`src/tmr_pkg.sv`:
```
// package for the timer three capture and control block
// assumes an 8-bit special function register bus from the cpu core
package tmr_pkg;
  localparam logic [7:0] TMR_CTRL_ADDR   = 8'h91;
  localparam logic [7:0] TMR_CTRL_RESET  = 8'h00;
  localparam int         TMR_BIT_HFLAG   = 7;
  localparam int         TMR_BIT_LFLAG   = 6;
  localparam int         TMR_BIT_LIRQEN  = 5;
  localparam int         TMR_BIT_CAPEN   = 4;
  localparam int         TMR_BIT_SPLIT   = 3;
  localparam int         TMR_BIT_RUN     = 2;
  localparam int         TMR_BIT_CAPSEL  = 1;
  localparam int         TMR_BIT_XCLK    = 0;
  localparam logic [7:0] TMR_BYTE_MAX    = 8'hff;
  localparam logic [7:0] TMR_BYTE_ZERO   = 8'h00;
  localparam int         TMR_SYNC_STAGES = 2;
endpackage
```
`src/tmr_capture.sv`:
```
// timer three counter, capture path and control register
// assumes the cpu writes the control register one byte per strobe
// and that count_tick is a one-cycle tick from the clock divider
`timescale 1ns/1ps
// How it works
// - split mode runs two independent 8-bit counters
// - capture copies count bytes into reload bytes
// - capture raises interrupt only when enabled
// - high flag set on high byte wrap
// - sixteen-bit wrap sets the high flag
// - set high flag plus enable requests interrupt
// - hardware never clears flags; software writes zero
// - low flag at bit 6 on low wrap
// - low interrupt needs bit 5 and enable
// - control register at 0x91, resets zero
// - capture enable selects capture mode
// - source select picks sof or slow oscillator
// - non-split capture counts as one 16-bit counter
// - run gates high byte; low always counts split
module tmr_capture (
  // clock and reset
  input  wire logic       clk,
  input  wire logic       rst_n,
  // special function register bus
  input  wire logic [7:0] sfr_addr,
  input  wire logic [7:0] sfr_wdata,
  input  wire logic       sfr_wr,
  output logic [7:0]      sfr_rdata,
  // counting and capture sources
  input  wire logic       count_tick,
  input  wire logic       usb_sof,
  input  wire logic       slow_internal_osc,
  input  wire logic       timer_irq_enable,
  // results
  output logic [7:0]      count_high,
  output logic [7:0]      count_low,
  output logic [7:0]      reload_high,
  output logic [7:0]      reload_low,
  output logic            ext_clock_select,
  output logic            timer_irq
);
  import tmr_pkg::*;

  logic [7:0] ctrl_reg;
  logic       sof_pulse;
  logic       osc_pulse;
  logic       capture;
  logic       inc_low;
  logic       inc_high;
  logic       wrap_low;
  logic       wrap_high;
  logic       ctrl_wr;
  logic       high_overflow_flag;
  logic       low_overflow_flag;
  logic       low_byte_irq_enable;
  logic       capture_enable;
  logic       split_mode;
  logic       run_control;
  logic       capture_source_select;

  assign high_overflow_flag    = ctrl_reg[TMR_BIT_HFLAG];
  assign low_overflow_flag     = ctrl_reg[TMR_BIT_LFLAG];
  assign low_byte_irq_enable   = ctrl_reg[TMR_BIT_LIRQEN];
  assign capture_enable        = ctrl_reg[TMR_BIT_CAPEN];
  assign split_mode            = ctrl_reg[TMR_BIT_SPLIT];
  assign run_control           = ctrl_reg[TMR_BIT_RUN];
  assign capture_source_select = ctrl_reg[TMR_BIT_CAPSEL];
  assign ctrl_wr               = sfr_wr && (sfr_addr == TMR_CTRL_ADDR);

  tmr_edge_sync u_sof_sync (
    .clk      (clk),
    .rst_n    (rst_n),
    .async_in (usb_sof),
    .pulse    (sof_pulse)
  );

  tmr_edge_sync u_osc_sync (
    .clk      (clk),
    .rst_n    (rst_n),
    .async_in (slow_internal_osc),
    .pulse    (osc_pulse)
  );

  assign capture  = capture_enable && (capture_source_select ? osc_pulse : sof_pulse);

  // low byte free-runs only in split mode
  assign inc_low  = count_tick && (split_mode || run_control);
  assign wrap_low = inc_low && (count_low == TMR_BYTE_MAX);
  // in 16-bit mode the high byte steps on the low carry
  assign inc_high  = split_mode ? (count_tick && run_control) : wrap_low;
  assign wrap_high = inc_high && (count_high == TMR_BYTE_MAX);

  // counters; auto-reload modes live elsewhere, so the count just wraps
  always_ff @(posedge clk) begin
    if (!rst_n) begin
      count_low  <= TMR_BYTE_ZERO;
      count_high <= TMR_BYTE_ZERO;
    end else begin
      if (inc_low)
        count_low <= count_low + 8'h01;
      if (inc_high)
        count_high <= count_high + 8'h01;
    end
  end

  // capture copies the value seen before this edge's increment
  always_ff @(posedge clk) begin
    if (!rst_n) begin
      reload_low  <= TMR_BYTE_ZERO;
      reload_high <= TMR_BYTE_ZERO;
    end else if (capture) begin
      reload_low  <= count_low;
      reload_high <= count_high;
    end
  end

  // control register; flags accept only software zeros
  always_ff @(posedge clk) begin
    if (!rst_n) begin
      ctrl_reg <= TMR_CTRL_RESET;
    end else begin
      if (ctrl_wr)
        ctrl_reg[5:0] <= sfr_wdata[5:0];
      if (wrap_high)
        ctrl_reg[TMR_BIT_HFLAG] <= 1'b1;
      else if (ctrl_wr && !sfr_wdata[TMR_BIT_HFLAG])
        ctrl_reg[TMR_BIT_HFLAG] <= 1'b0;
      if (wrap_low)
        ctrl_reg[TMR_BIT_LFLAG] <= 1'b1;
      else if (ctrl_wr && !sfr_wdata[TMR_BIT_LFLAG])
        ctrl_reg[TMR_BIT_LFLAG] <= 1'b0;
    end
  end

  // capture is a pulse, so its request is a one-cycle strobe on top of the flags
  always_ff @(posedge clk) begin
    if (!rst_n) begin
      timer_irq        <= 1'b0;
      sfr_rdata        <= TMR_BYTE_ZERO;
      ext_clock_select <= 1'b0;
    end else begin
      timer_irq <= timer_irq_enable && (high_overflow_flag
                   || (low_overflow_flag && low_byte_irq_enable)
                   || capture);
      if (sfr_addr == TMR_CTRL_ADDR)
        sfr_rdata <= ctrl_reg;
      else
        sfr_rdata <= TMR_BYTE_ZERO;
      ext_clock_select <= ctrl_reg[TMR_BIT_XCLK];
    end
  end

  a_capture_copy: assert property (@(posedge clk) disable iff (!rst_n)
    capture |=> (reload_low == $past(count_low)) && (reload_high == $past(count_high)))
    else $error("capture did not copy count");

  a_capture_idle: assert property (@(posedge clk) disable iff (!rst_n)
    !capture |=> $stable(reload_low) && $stable(reload_high))
    else $error("reload changed without capture");

  a_capture_off: assert property (@(posedge clk) disable iff (!rst_n)
    !capture_enable |=> $stable(reload_low) && $stable(reload_high))
    else $error("capture while capture mode off");

  a_source_select: assert property (@(posedge clk) disable iff (!rst_n)
    capture_enable && capture_source_select && !osc_pulse |=> $stable(reload_low) && $stable(reload_high))
    else $error("unselected source captured");

  a_flag_sticky: assert property (@(posedge clk) disable iff (!rst_n)
    high_overflow_flag && !(ctrl_wr && !sfr_wdata[TMR_BIT_HFLAG]) |=> high_overflow_flag)
    else $error("high flag cleared without write");

  a_low_flag_hold: assert property (@(posedge clk) disable iff (!rst_n)
    !low_overflow_flag && !wrap_low |=> !low_overflow_flag)
    else $error("low flag set without wrap");

  a_high_wrap: assert property (@(posedge clk) disable iff (!rst_n)
    wrap_high |=> high_overflow_flag && count_high == TMR_BYTE_ZERO)
    else $error("high wrap did not set flag");

  a_low_wrap: assert property (@(posedge clk) disable iff (!rst_n)
    wrap_low |=> low_overflow_flag && count_low == TMR_BYTE_ZERO)
    else $error("low wrap did not set flag");

  a_split_high_hold: assert property (@(posedge clk) disable iff (!rst_n)
    split_mode && !run_control && !ctrl_wr |=> $stable(count_high))
    else $error("high byte ran while stopped");

  a_split_low_free: assert property (@(posedge clk) disable iff (!rst_n)
    split_mode && count_tick |=> count_low == $past(count_low) + 8'h01)
    else $error("low byte missed a split tick");

  a_wide_carry: assert property (@(posedge clk) disable iff (!rst_n)
    !split_mode && inc_low && count_low != TMR_BYTE_MAX |=> $stable(count_high))
    else $error("high byte stepped without carry");

  a_irq_high: assert property (@(posedge clk) disable iff (!rst_n)
    timer_irq_enable && high_overflow_flag |=> timer_irq)
    else $error("high flag did not request");

  a_irq_low_byte: assert property (@(posedge clk) disable iff (!rst_n)
    timer_irq_enable && low_overflow_flag && low_byte_irq_enable |=> timer_irq)
    else $error("low flag did not request");

  a_irq_quiet: assert property (@(posedge clk) disable iff (!rst_n)
    !high_overflow_flag && !low_byte_irq_enable && !capture |=> !timer_irq)
    else $error("request without an enabled source");

  a_irq_low_gate: assert property (@(posedge clk) disable iff (!rst_n)
    !timer_irq_enable |=> !timer_irq)
    else $error("request while disabled");

  a_ctrl_write: assert property (@(posedge clk) disable iff (!rst_n)
    ctrl_wr |=> (ctrl_reg & 8'h3f) == ($past(sfr_wdata) & 8'h3f))
    else $error("control write did not land");

  a_read_data: assert property (@(posedge clk) disable iff (!rst_n)
    sfr_addr == TMR_CTRL_ADDR |=> sfr_rdata == $past(ctrl_reg))
    else $error("control read returned wrong byte");

  a_one_capture: assert property (@(posedge clk) disable iff (!rst_n)
    sof_pulse |=> !sof_pulse)
    else $error("capture strobe longer than one cycle");

endmodule // tmr_capture

```
`src/tmr_edge_sync.sv`:
```
// synchroniser and rising-edge pulse for one capture source
// assumes the source is asynchronous to clk
`timescale 1ns/1ps
module tmr_edge_sync (
  // clock and reset
  input  wire logic clk,
  input  wire logic rst_n,
  // event
  input  wire logic async_in,
  output logic      pulse
);
  import tmr_pkg::*;
  logic meta_reg;
  logic sync_reg;
  logic last_reg;

  always_ff @(posedge clk) begin
    if (!rst_n) begin
      meta_reg <= 1'b0;
      sync_reg <= 1'b0;
      last_reg <= 1'b0;
      pulse    <= 1'b0;
    end else begin
      meta_reg <= async_in;
      sync_reg <= meta_reg;
      last_reg <= sync_reg;
      pulse    <= sync_reg & ~last_reg;
    end
  end
endmodule // tmr_edge_sync

```
`config.mk`:
```
export PLATFORM = sky130hd
export DESIGN_NAME = tmr_capture
export DESIGN_NICKNAME = d
export VERILOG_FILES = /design/src/tmr_pkg.sv /design/src/tmr_capture.sv /design/src/tmr_edge_sync.sv
export SDC_FILE = /design/constraint.sdc
export NUM_CORES = 1
export LEC_CHECK = 0
export BUFFER_PORTS_ARGS = -buffer_cell sky130_fd_sc_hd__buf_2
export CAP_MARGIN = 20
export CORE_MARGIN = 1.5
export CORE_UTILIZATION = 35
export DETAILED_ROUTE_END_ITERATION = 10
export GPL_ROUTABILITY_DRIVEN = 0
export PLACE_DENSITY_LB_ADDON = 0.2
export SYNTH_ARGS = -nofsm -noshare
export SYNTH_HDL_FRONTEND = slang
export SYNTH_SLANG_ARGS = --single-unit
```
`constraint.sdc`:
```
create_clock -name clk -period 2.2 [get_ports clk]
set_input_delay 0.22 -clock clk [delete_from_list [all_inputs] [get_ports clk]]
set_output_delay 0.22 -clock clk [all_outputs]
set_load 0.01 [all_outputs]
```
Word-level counts from Yosys, hierarchy flattened
Index checks and enable logic that the tools add are counted.
{"block": "totals", "input_bits": 23, "reg_bits": 58, "out_inout_bits": 42, "word_cells": 51}
{"block": "op_classes", "n_addsub": 2, "eq_ne": 3, "mux": 6, "reduce_logical": 18, "n_bitwise": 4}
{"operator": "== test 8 bit (second input constant)", "n": 3}
{"operator": "adder 8 x 1 -> 8 bit (second input constant)", "n": 2}
{"operator": "logical AND 1 bit", "n": 10}
{"operator": "two-way mux 1 bit", "n": 6}
{"operator": "nonzero test 2 bit", "n": 2}
{"operator": "logical OR 1 bit", "n": 3}
{"operator": "bitwise AND 1 bit", "n": 2}
{"operator": "logical NOT 1 bit", "n": 2}
{"operator": "inverter 1 bit", "n": 2}
{"operator": "AND reduction 2 bit", "n": 1}

Depth between registers and ports, before layout
Gate-level depths: netlist (run 1).
{"block": "logic_depth", "ltp_word": 6, "depth_mapped": 5, "depth_no_buf": 5}

By module
From an unflattened synthesis (run 1), not the netlist that was laid out.
{"block": "hier_totals", "hier_cells": 227, "hier_area_um2": 2159.6}
{"module": "tmr_capture", "seq_area_each_um2": 1001.0, "area_per_inst_um2": 1936.9, "n_inst": 1, "cells_each": 211}
{"module": "tmr_edge_sync", "seq_area_each_um2": 80.1, "area_per_inst_um2": 111.4, "n_inst": 2, "cells_each": 8}

Worst setup path before layout (run 1)
OpenSTA, ideal clock, no wires.
{"block": "synth_path", "path_type": "reg-to-reg", "from": "reg count_low[4]", "to": "reg count_high[6]", "stages_incl_launch_ff": 5, "arrival_ps": 1494, "path_slack_ps": 634, "setup_time_ps": 72, "period_less_slack_ps": 1566, "t_required_ps": 2128, "path_cell_list": "dfxtp_1 > and4_4 > a41oi_4 > or4_1 > a21oi_1"}
{"block": "synth_between", "elab_chain_cells": 3}
{"item": "from (decl)", "line_no": "tmr_capture.sv:36", "source": "output logic [7:0] count_low,"}
{"item": "from (signal assigned)", "line_no": "tmr_capture.sv:100", "source": "count_low <= count_low + 8'h01;"}
{"item": "== test 8 bit", "line_no": "tmr_capture.sv:88", "source": "assign wrap_low = inc_low && (count_low == TMR_BYTE_MAX);"}
{"item": "logical AND 1 bit", "line_no": "tmr_capture.sv:88"}
{"item": "two-way mux 1 bit", "line_no": "tmr_capture.sv:90", "source": "assign inc_high = split_mode ? (count_tick && run_control) : wrap_low;"}
{"item": "to (signal assigned)", "line_no": "tmr_capture.sv:102", "source": "count_high <= count_high + 8'h01;"}
{"item": "to (decl)", "line_no": "tmr_capture.sv:35", "source": "output logic [7:0] count_high,"}
Every way passes these cells.
A chain may end at the register's enable or synchronous reset.

Worst setup path after layout (run 1)
Ends and elaborated chain as after synthesis.

==> out/qor.csv, run 1 <==
metric,value,unit
filler cell count in the final layout,605,
capture instance of the worst register-to-register path,count_high[6],
setup total negative slack,0,ns
Layout Skew,0.00913,ns
"area leader, netlist",dfxtp_1,
Final Net Count,323,
sort of element at the end of the critical path,flop,
number of global-route vias before repair,1698,
cell at the root of the clock tree,clkbuf_8,
top cells by area in the synthesized netlist,"dfxtp_1 53%, a21oi_1 5.5%, nand2_1 5.0%",
CP Max Fanout,14,
via density per instance,4.88,
worst min-delay path class,input pin to flop,
Cells after Synth,230,
maximum root-to-sink buffer count,2,
Static Leakage,1.23,nW
number of antenna violations at the first check in global routing,0,
Initial DRC Count,61,
total setup buffers inserted after CTS,0,
total congestion overflow,0,
required time worst endpoint,2.47,ns
die outline width,82.0,um
total of warnings raised by yosys,0,
measured slew at the worst slew-check pin,0.507,ns
Reg2Reg Setup Slack,0.47,ns
number of clock sinks,58,
Die ar.,0.00672,mm^2
maximum number of pins on one net before global-route repair,22,
Storage cell area,0.00116,mm^2
classification of the worst setup path,flop to flop,
share of final-layout standard cells stronger than drive strength 1,30.4,%
TritonCTS clock tree,yes,
cell depth of the worst flop-to-flop path,4,
combined area of all synthesized cells,0.00218,mm^2
first drt pass iteration count,4,
max-slew violation total from the final report,0,
DPL Wire Length,3.47,mm
site row count,28,
unrepaired setup endpoints after global routing,false,
Max Clk Rate,577,MHz
overall fraction of global-route tracks in use,16.4,%
worst-case hold path end point,u_osc_sync.meta_reg,
number of placed I/O pins,65,
share of the synthesized area in the top cell type,53.2,%
final count of negative-setup-slack endpoints,0,
number of nets produced by synthesis,255,
Tot Pwr,2.11,mW
instance area at placement,0.00258,mm^2
global-route wire length before repair,8.12,mm
I/O Buffers,64,
y dimension of the die,82.0,um
hold-fix buffers at CTS,0,
total via count after detailed routing,1846,
# H-tree levels,3,
Skew-Pair Late Insertion Delay,0.34,ns
synthesized area per cell,9.50,um^2
final standard cell area without fillers,0.00278,mm^2
cell area power density,757,mW/mm^2
Period minus WS final,1.73,ns
area inside the core boundary,0.00599,mm^2
post-synthesis cell type count,39,
result of the run,finished clean,
count of cells along the worst hold path,2,
startpoint type of the worst setup path,flop,
Rel. slew slack,65.7,%
post-CTS resize count,0,
"antenna viol nets, final",0,
ratio of final minimum period to clock period,78.8,%
final routed wire length divided by cell count,13.1,um
worst hold start,slow_internal_osc,
number of remaining DRC errors,0,
multi-input gate area in the final layout,970,um^2
clock-pin slew on the worst setup and hold paths,0.07,ns
ANT cells,0,
Worst R2R Start,count_low[4],
wire length reported by the detailed router,4.96,mm
number of hold violations in the final report,0,
VDD IR max,0.425,mV
Initial Util,36.5,%
sequential-to-total area share from yosys stat,53.2,%
Max-Cap Viols,0,
TritonCTS Buffers,9,
synthesized flop and latch total,58,
worst endpoint data arrival time,2.00,ns
area added between synthesis and finish,27.4,%
[power breakdown]
group | internal [mW] | leakage [nW] | switching [mW]
clock | 0.578 | 0.105 | 0.421
sequential | 1.06 | 0.468 | 0.00117
combinational | 0.0219 | 0.661 | 0.0274
total | 1.66 | 1.23 | 0.450
[cells in the mapped netlist, drive strengths merged]
library cell,instances
nand4,3
nor4,2
nor2,15
nand3,22
mux2i,8
o21a,2
o211ai,1
o31a,1
o211a,2
clkbuf,8
clkinv,1
o21ai,3
nand2b,2
nor4bb,1
a41oi,1
and2,15
or4,3
xor2,4
a21oi,24
and4,1
and3,4
dfxtp,58
mux2,1
o31ai,4
buf,3
nor2b,2
nor4b,1
ha,2
nand2,29
xnor2,3
nor3,1
or3,1
nor3b,1
a21o,1
[layout make-up]
class	count	share of cell area, %
Inverter	1	0.135
Clock inverter	5	1.89
Timing Repair Buffer	68	12.6
Multi-Input combinational cell	160	34.8
Clock buffer	11	5.44
Tap cell	75	3.37
Sequential cell	58	41.7
[layout by cell type, fill, tap and decap left out, drive strengths merged, types with 3 or more instances in the layout]
cell type / netlist / routed
o21ai: 3 / 3
or4: 3 / 3
o31ai: 4 / 4
nor2: 15 / 15
xnor2: 3 / 3
nand2: 29 / 29
clkinv: 1 / 4
buf: 3 / 68
dfxtp: 58 / 58
a21oi: 24 / 24
mux2i: 8 / 8
and3: 4 / 4
and2: 15 / 15
clkbuf: 8 / 11
xor2: 4 / 4
nand4: 3 / 3
nand3: 22 / 22
[worst max-delay path, stage by stage, from the launching register on]
cell and delay [ns]:
dfxtp_1 0.45, and4_4 0.29, a41oi_4 0.23, or4_1 0.56
a21oi_1 0.14
[per-stage QoR]
stage               setup WS, ns  cells  util [%]  hold slack [ns]
floorplan                  0.634    230         -            0.336
global placement           0.542    362      43.0            0.372
detailed placement         0.490    362      43.0            0.372
CTS                        0.475    378      46.4           0.0753
global route               0.345    378      46.4           0.0942
finish                     0.466    378      46.4           0.0837
[worst max-delay path by stage]
stage / endpoint / start
final: count_high[6] / count_low[4]
after global placement: count_high[6] / count_low[4]
after detailed placement: count_high[3] / count_low[4]
after CTS: count_high[6] / count_low[4]
after global routing: count_high[3] / count_low[4]
after floorplan: count_high[6] / count_low[4]
[metal layers]
metal | up-vias | GRT usage [%] | wire length (um)
li1 | 939 | - | -
met1 | 856 | 21.2 | 2340
met2 | 41 | 24.0 | 2230
met3 | 10 | 4.89 | 314
met4 | 0 | 9.66 | 85
met5 | - | 0 | 0
[cells by family (layout without fill, tap and decap cells)]
kind of cell	Yosys count	after routing	synth area share [%]
AND/OR/NAND/NOR	103	103	24.7
adder cells (fa/ha/maj)	2	2	1.15
XOR/XNOR	7	7	2.81
AO/OA/AOI/OAI	39	39	11.6
buffers and inverters	12	85	2.46
multiplexers	9	9	4.18
flip-flops	58	58	53.1
Note: power is estimated with default switching activity, not from simulation.
==> inputs of run 2 (changes only) <==
- ABC_AREA: default -> 1
- clock period: 2.2 -> 1.6 ns (I/O delays scaled with it)
==> run 2 against run 1 <==
Against the previous run:
- hold slack worse by 0.044 ns
- power grew 32%
- first-iteration DRC count down 3.3%
- critical path depth grew 5
- combinational power up 57%
- worst setup slack lost 0.30 ns
- sequential share of layout area fell by 1.1 points
- via count is 7.6% higher
- sequential cell count unchanged
- clock skew fell by 0.0016 ns
- maximum frequency is 21% higher
- critical endpoint is now count_high[7]
- largest power group unchanged
==> out/qor.csv, run 2 <==
metric,value,unit
result of the run,finished clean,
synthesized area per cell,7.69,um^2
share of the synthesized area in the top cell type,52.0,%
classification of the worst setup path,flop to flop,
Die ar.,0.00686,mm^2
cell mode on critical path,nand2_1,
synthesized flop and latch total,58,
Skew-Pair Late Insertion Delay,0.33,ns
number of clock sinks,58,
Static Leakage,1.38,nW
worst endpoint data arrival time,1.69,ns
Max Clk Rate,699,MHz
multi-input gate area in the final layout,880,um^2
max-slew violation total from the final report,0,
cell area power density,974,mW/mm^2
cell at the root of the clock tree,clkbuf_8,
"area leader, netlist",dfxtp_1,
total via count after detailed routing,1986,
"most common cell after layout, fill and taps aside",buf_2,
area inside the core boundary,0.00603,mm^2
post-synthesis cell type count,24,
filler cell count in the final layout,625,
startpoint type of the worst setup path,flop,
Max-Cap Viols,0,
first drt pass iteration count,4,
Layout Skew,0.00752,ns
clock-pin slew on the worst setup and hold paths,0.07,ns
cell type of the slowest stage on the worst timing path,dfxtp_1,
top-count cell post-synth,dfxtp_1,
overall fraction of global-route tracks in use,15.9,%
# H-tree levels,3,
sequential-to-total area share from yosys stat,52.0,%
Storage cell area,0.00116,mm^2
most frequent cells after synthesis,"58 x dfxtp_1, 52 x nand2_1, 44 x nor2_1, 36 x inv_1, 27 x a21oi_1",
most frequent cells in the layout,"64 x buf_2, 58 x dfxtp_1, 52 x nand2_1",
final count of negative-setup-slack endpoints,0,
cells along the critical path,ha_1 -> nand2_2 -> nor2_4 -> nand2_1 -> nand2_1 -> nand2_4 -> inv_4 -> nand2_1 -> a21oi_1,
Cells after Synth,290,
CP startpoint,count_low[1],
area added between synthesis and finish,28.2,%
Initial Util,37.0,%
global-route wire length before repair,8.67,mm
combined area of all synthesized cells,0.00223,mm^2
"antenna viol nets, final",0,
Period minus WS final,1.43,ns
total setup buffers inserted after CTS,0,
VDD IR max,0.403,mV
I/O Buffers,64,
share of final-layout standard cells stronger than drive strength 1,26.8,%
maximum root-to-sink buffer count,2,
dominant register cell in the synthesized netlist,dfxtp_1,
setup total negative slack,0,ns
top cells by area in the synthesized netlist,"dfxtp_1 52%, nand2_1 8.7%, nor2_1 7.4%",
number of nets produced by synthesis,315,
DPL Wire Length,3.62,mm
final routed wire length divided by cell count,11.5,um
number of hold violations in the final report,0,
fraction of registers with async set or reset after synthesis,0,%
number of remaining DRC errors,0,
Post-synth EDFFs,0,
y dimension of the die,82.8,um
TritonCTS clock tree,yes,
ANT cells,0,
share of the core filled with cells,47.4,%
Initial DRC Count,59,
measured slew at the worst slew-check pin,0.514,ns
sort of element at the end of the critical path,flop,
worst hold start,timer_irq_enable,
maximum number of pins on one net before global-route repair,27,
Worst R2R Start,count_low[1],
number of global-route vias before repair,1879,
max incr delay on CP,0.37,ns
number of antenna violations at the first check in global routing,0,
worst min-delay path class,input pin to flop,
Final Net Count,389,
number of placed I/O pins,65,
unrepaired setup endpoints after global routing,false,
total of warnings raised by yosys,0,
TritonCTS Buffers,9,
die outline width,82.8,um
Rel. slew slack,65.7,%
required time worst endpoint,1.86,ns
via density per instance,4.47,
ratio of final minimum period to clock period,89.4,%
CP Max Fanout,11,
site row count,28,
total congestion overflow,0,
wire length reported by the detailed router,5.11,mm
run 2: cell count changes in the layout (fill, tap and decap cells not counted), sizes merged, moves of 4 or more:
cell   previous run  this run
inv               0        39
nor2             15        48
nand2            29        57
o21ai             3        26
nand3            22         5
and2             15         0
mux2i             8         0
a21oi            24        28
nor3              1         5
o31ai             4         0
run 2: worst max-delay path, delay by kind of cell (launching register included):
kind / cells / cell delay [ns]
flops: 1 / 0.37
simple gates: 6 / 0.53
fa+ha+maj: 1 / 0.22
compound gates: 1 / 0.11
buf+inv: 1 / 0.11
run 2: routing by layer:
| metal | share of wire (%) | GRT usage, % | up-vias |
|---|---|---|---|
| met3 | 6.2 | 4.08 | 13 |
| li1 | - | - | 1061 |
| met5 | 0 | 0 | - |
| met4 | 3.0 | 10.0 | 0 |
| met2 | 42 | 23.7 | 64 |
| met1 | 49 | 20.5 | 848 |
run 2: worst paths after layout:
| kind | endpoint | slack [ns] | cells after the start |
|---|---|---|---|
| max | count_high[7] | 0.17 | 9 |
| min | timer_irq | 0.04 | 3 |
| max reg2reg | count_high[7] | 0.17 | 9 |
| min reg2reg | u_sof_sync.pulse | 0.38 | 1 |
run 2: report_power, final:
| group | internal [mW] | switching, mW | total (mW) |
|---|---|---|---|
| Sequential | 1.45 | 0.00192 | 1.45 |
| Combinational | 0.0338 | 0.0435 | 0.0774 |
| Clock | 0.682 | 0.571 | 1.25 |
run 2: timing repair:
action	in CTS	in global routing
hold buffers	2	0
resized for setup	0	2
endpoints found under the setup margin	0	7
hold endpoints to repair	2	0
run 2: logic make-up after synthesis:
kind of cell | Yosys count | synth area share (%)
flops | 58 | 52.0
compound gates | 56 | 13.0
xor+xnor | 6 | 2.36
fa+ha+maj | 2 | 1.12
buf+inv | 48 | 8.75
simple gates | 120 | 22.8
run 2: stage by stage:
stage	hold slack (ns)	cells	cell area, um^2	total power, mW	setup slack, ns
CTS	0.0233	444	2850	2.82	0.0889
detailed placement	0.346	426	2640	1.56	0.119
finish	0.0402	444	2860	2.78	0.170
global placement	0.344	426	2640	1.56	0.174
floorplan	0.258	290	2230	1.52	0.237
global route	0.0489	444	2860	2.90	0.00147
run 2: layout make-up:
class                   instances  share of cell area, %
clock buffers                  12                   5.78
well taps                      75                   3.28
flip-flops and latches         58                   40.6
multi-input cells             184                   30.8
inverters                      39                   5.21
repair buffers                 72                   13.5
clock inverters                 4                  0.875
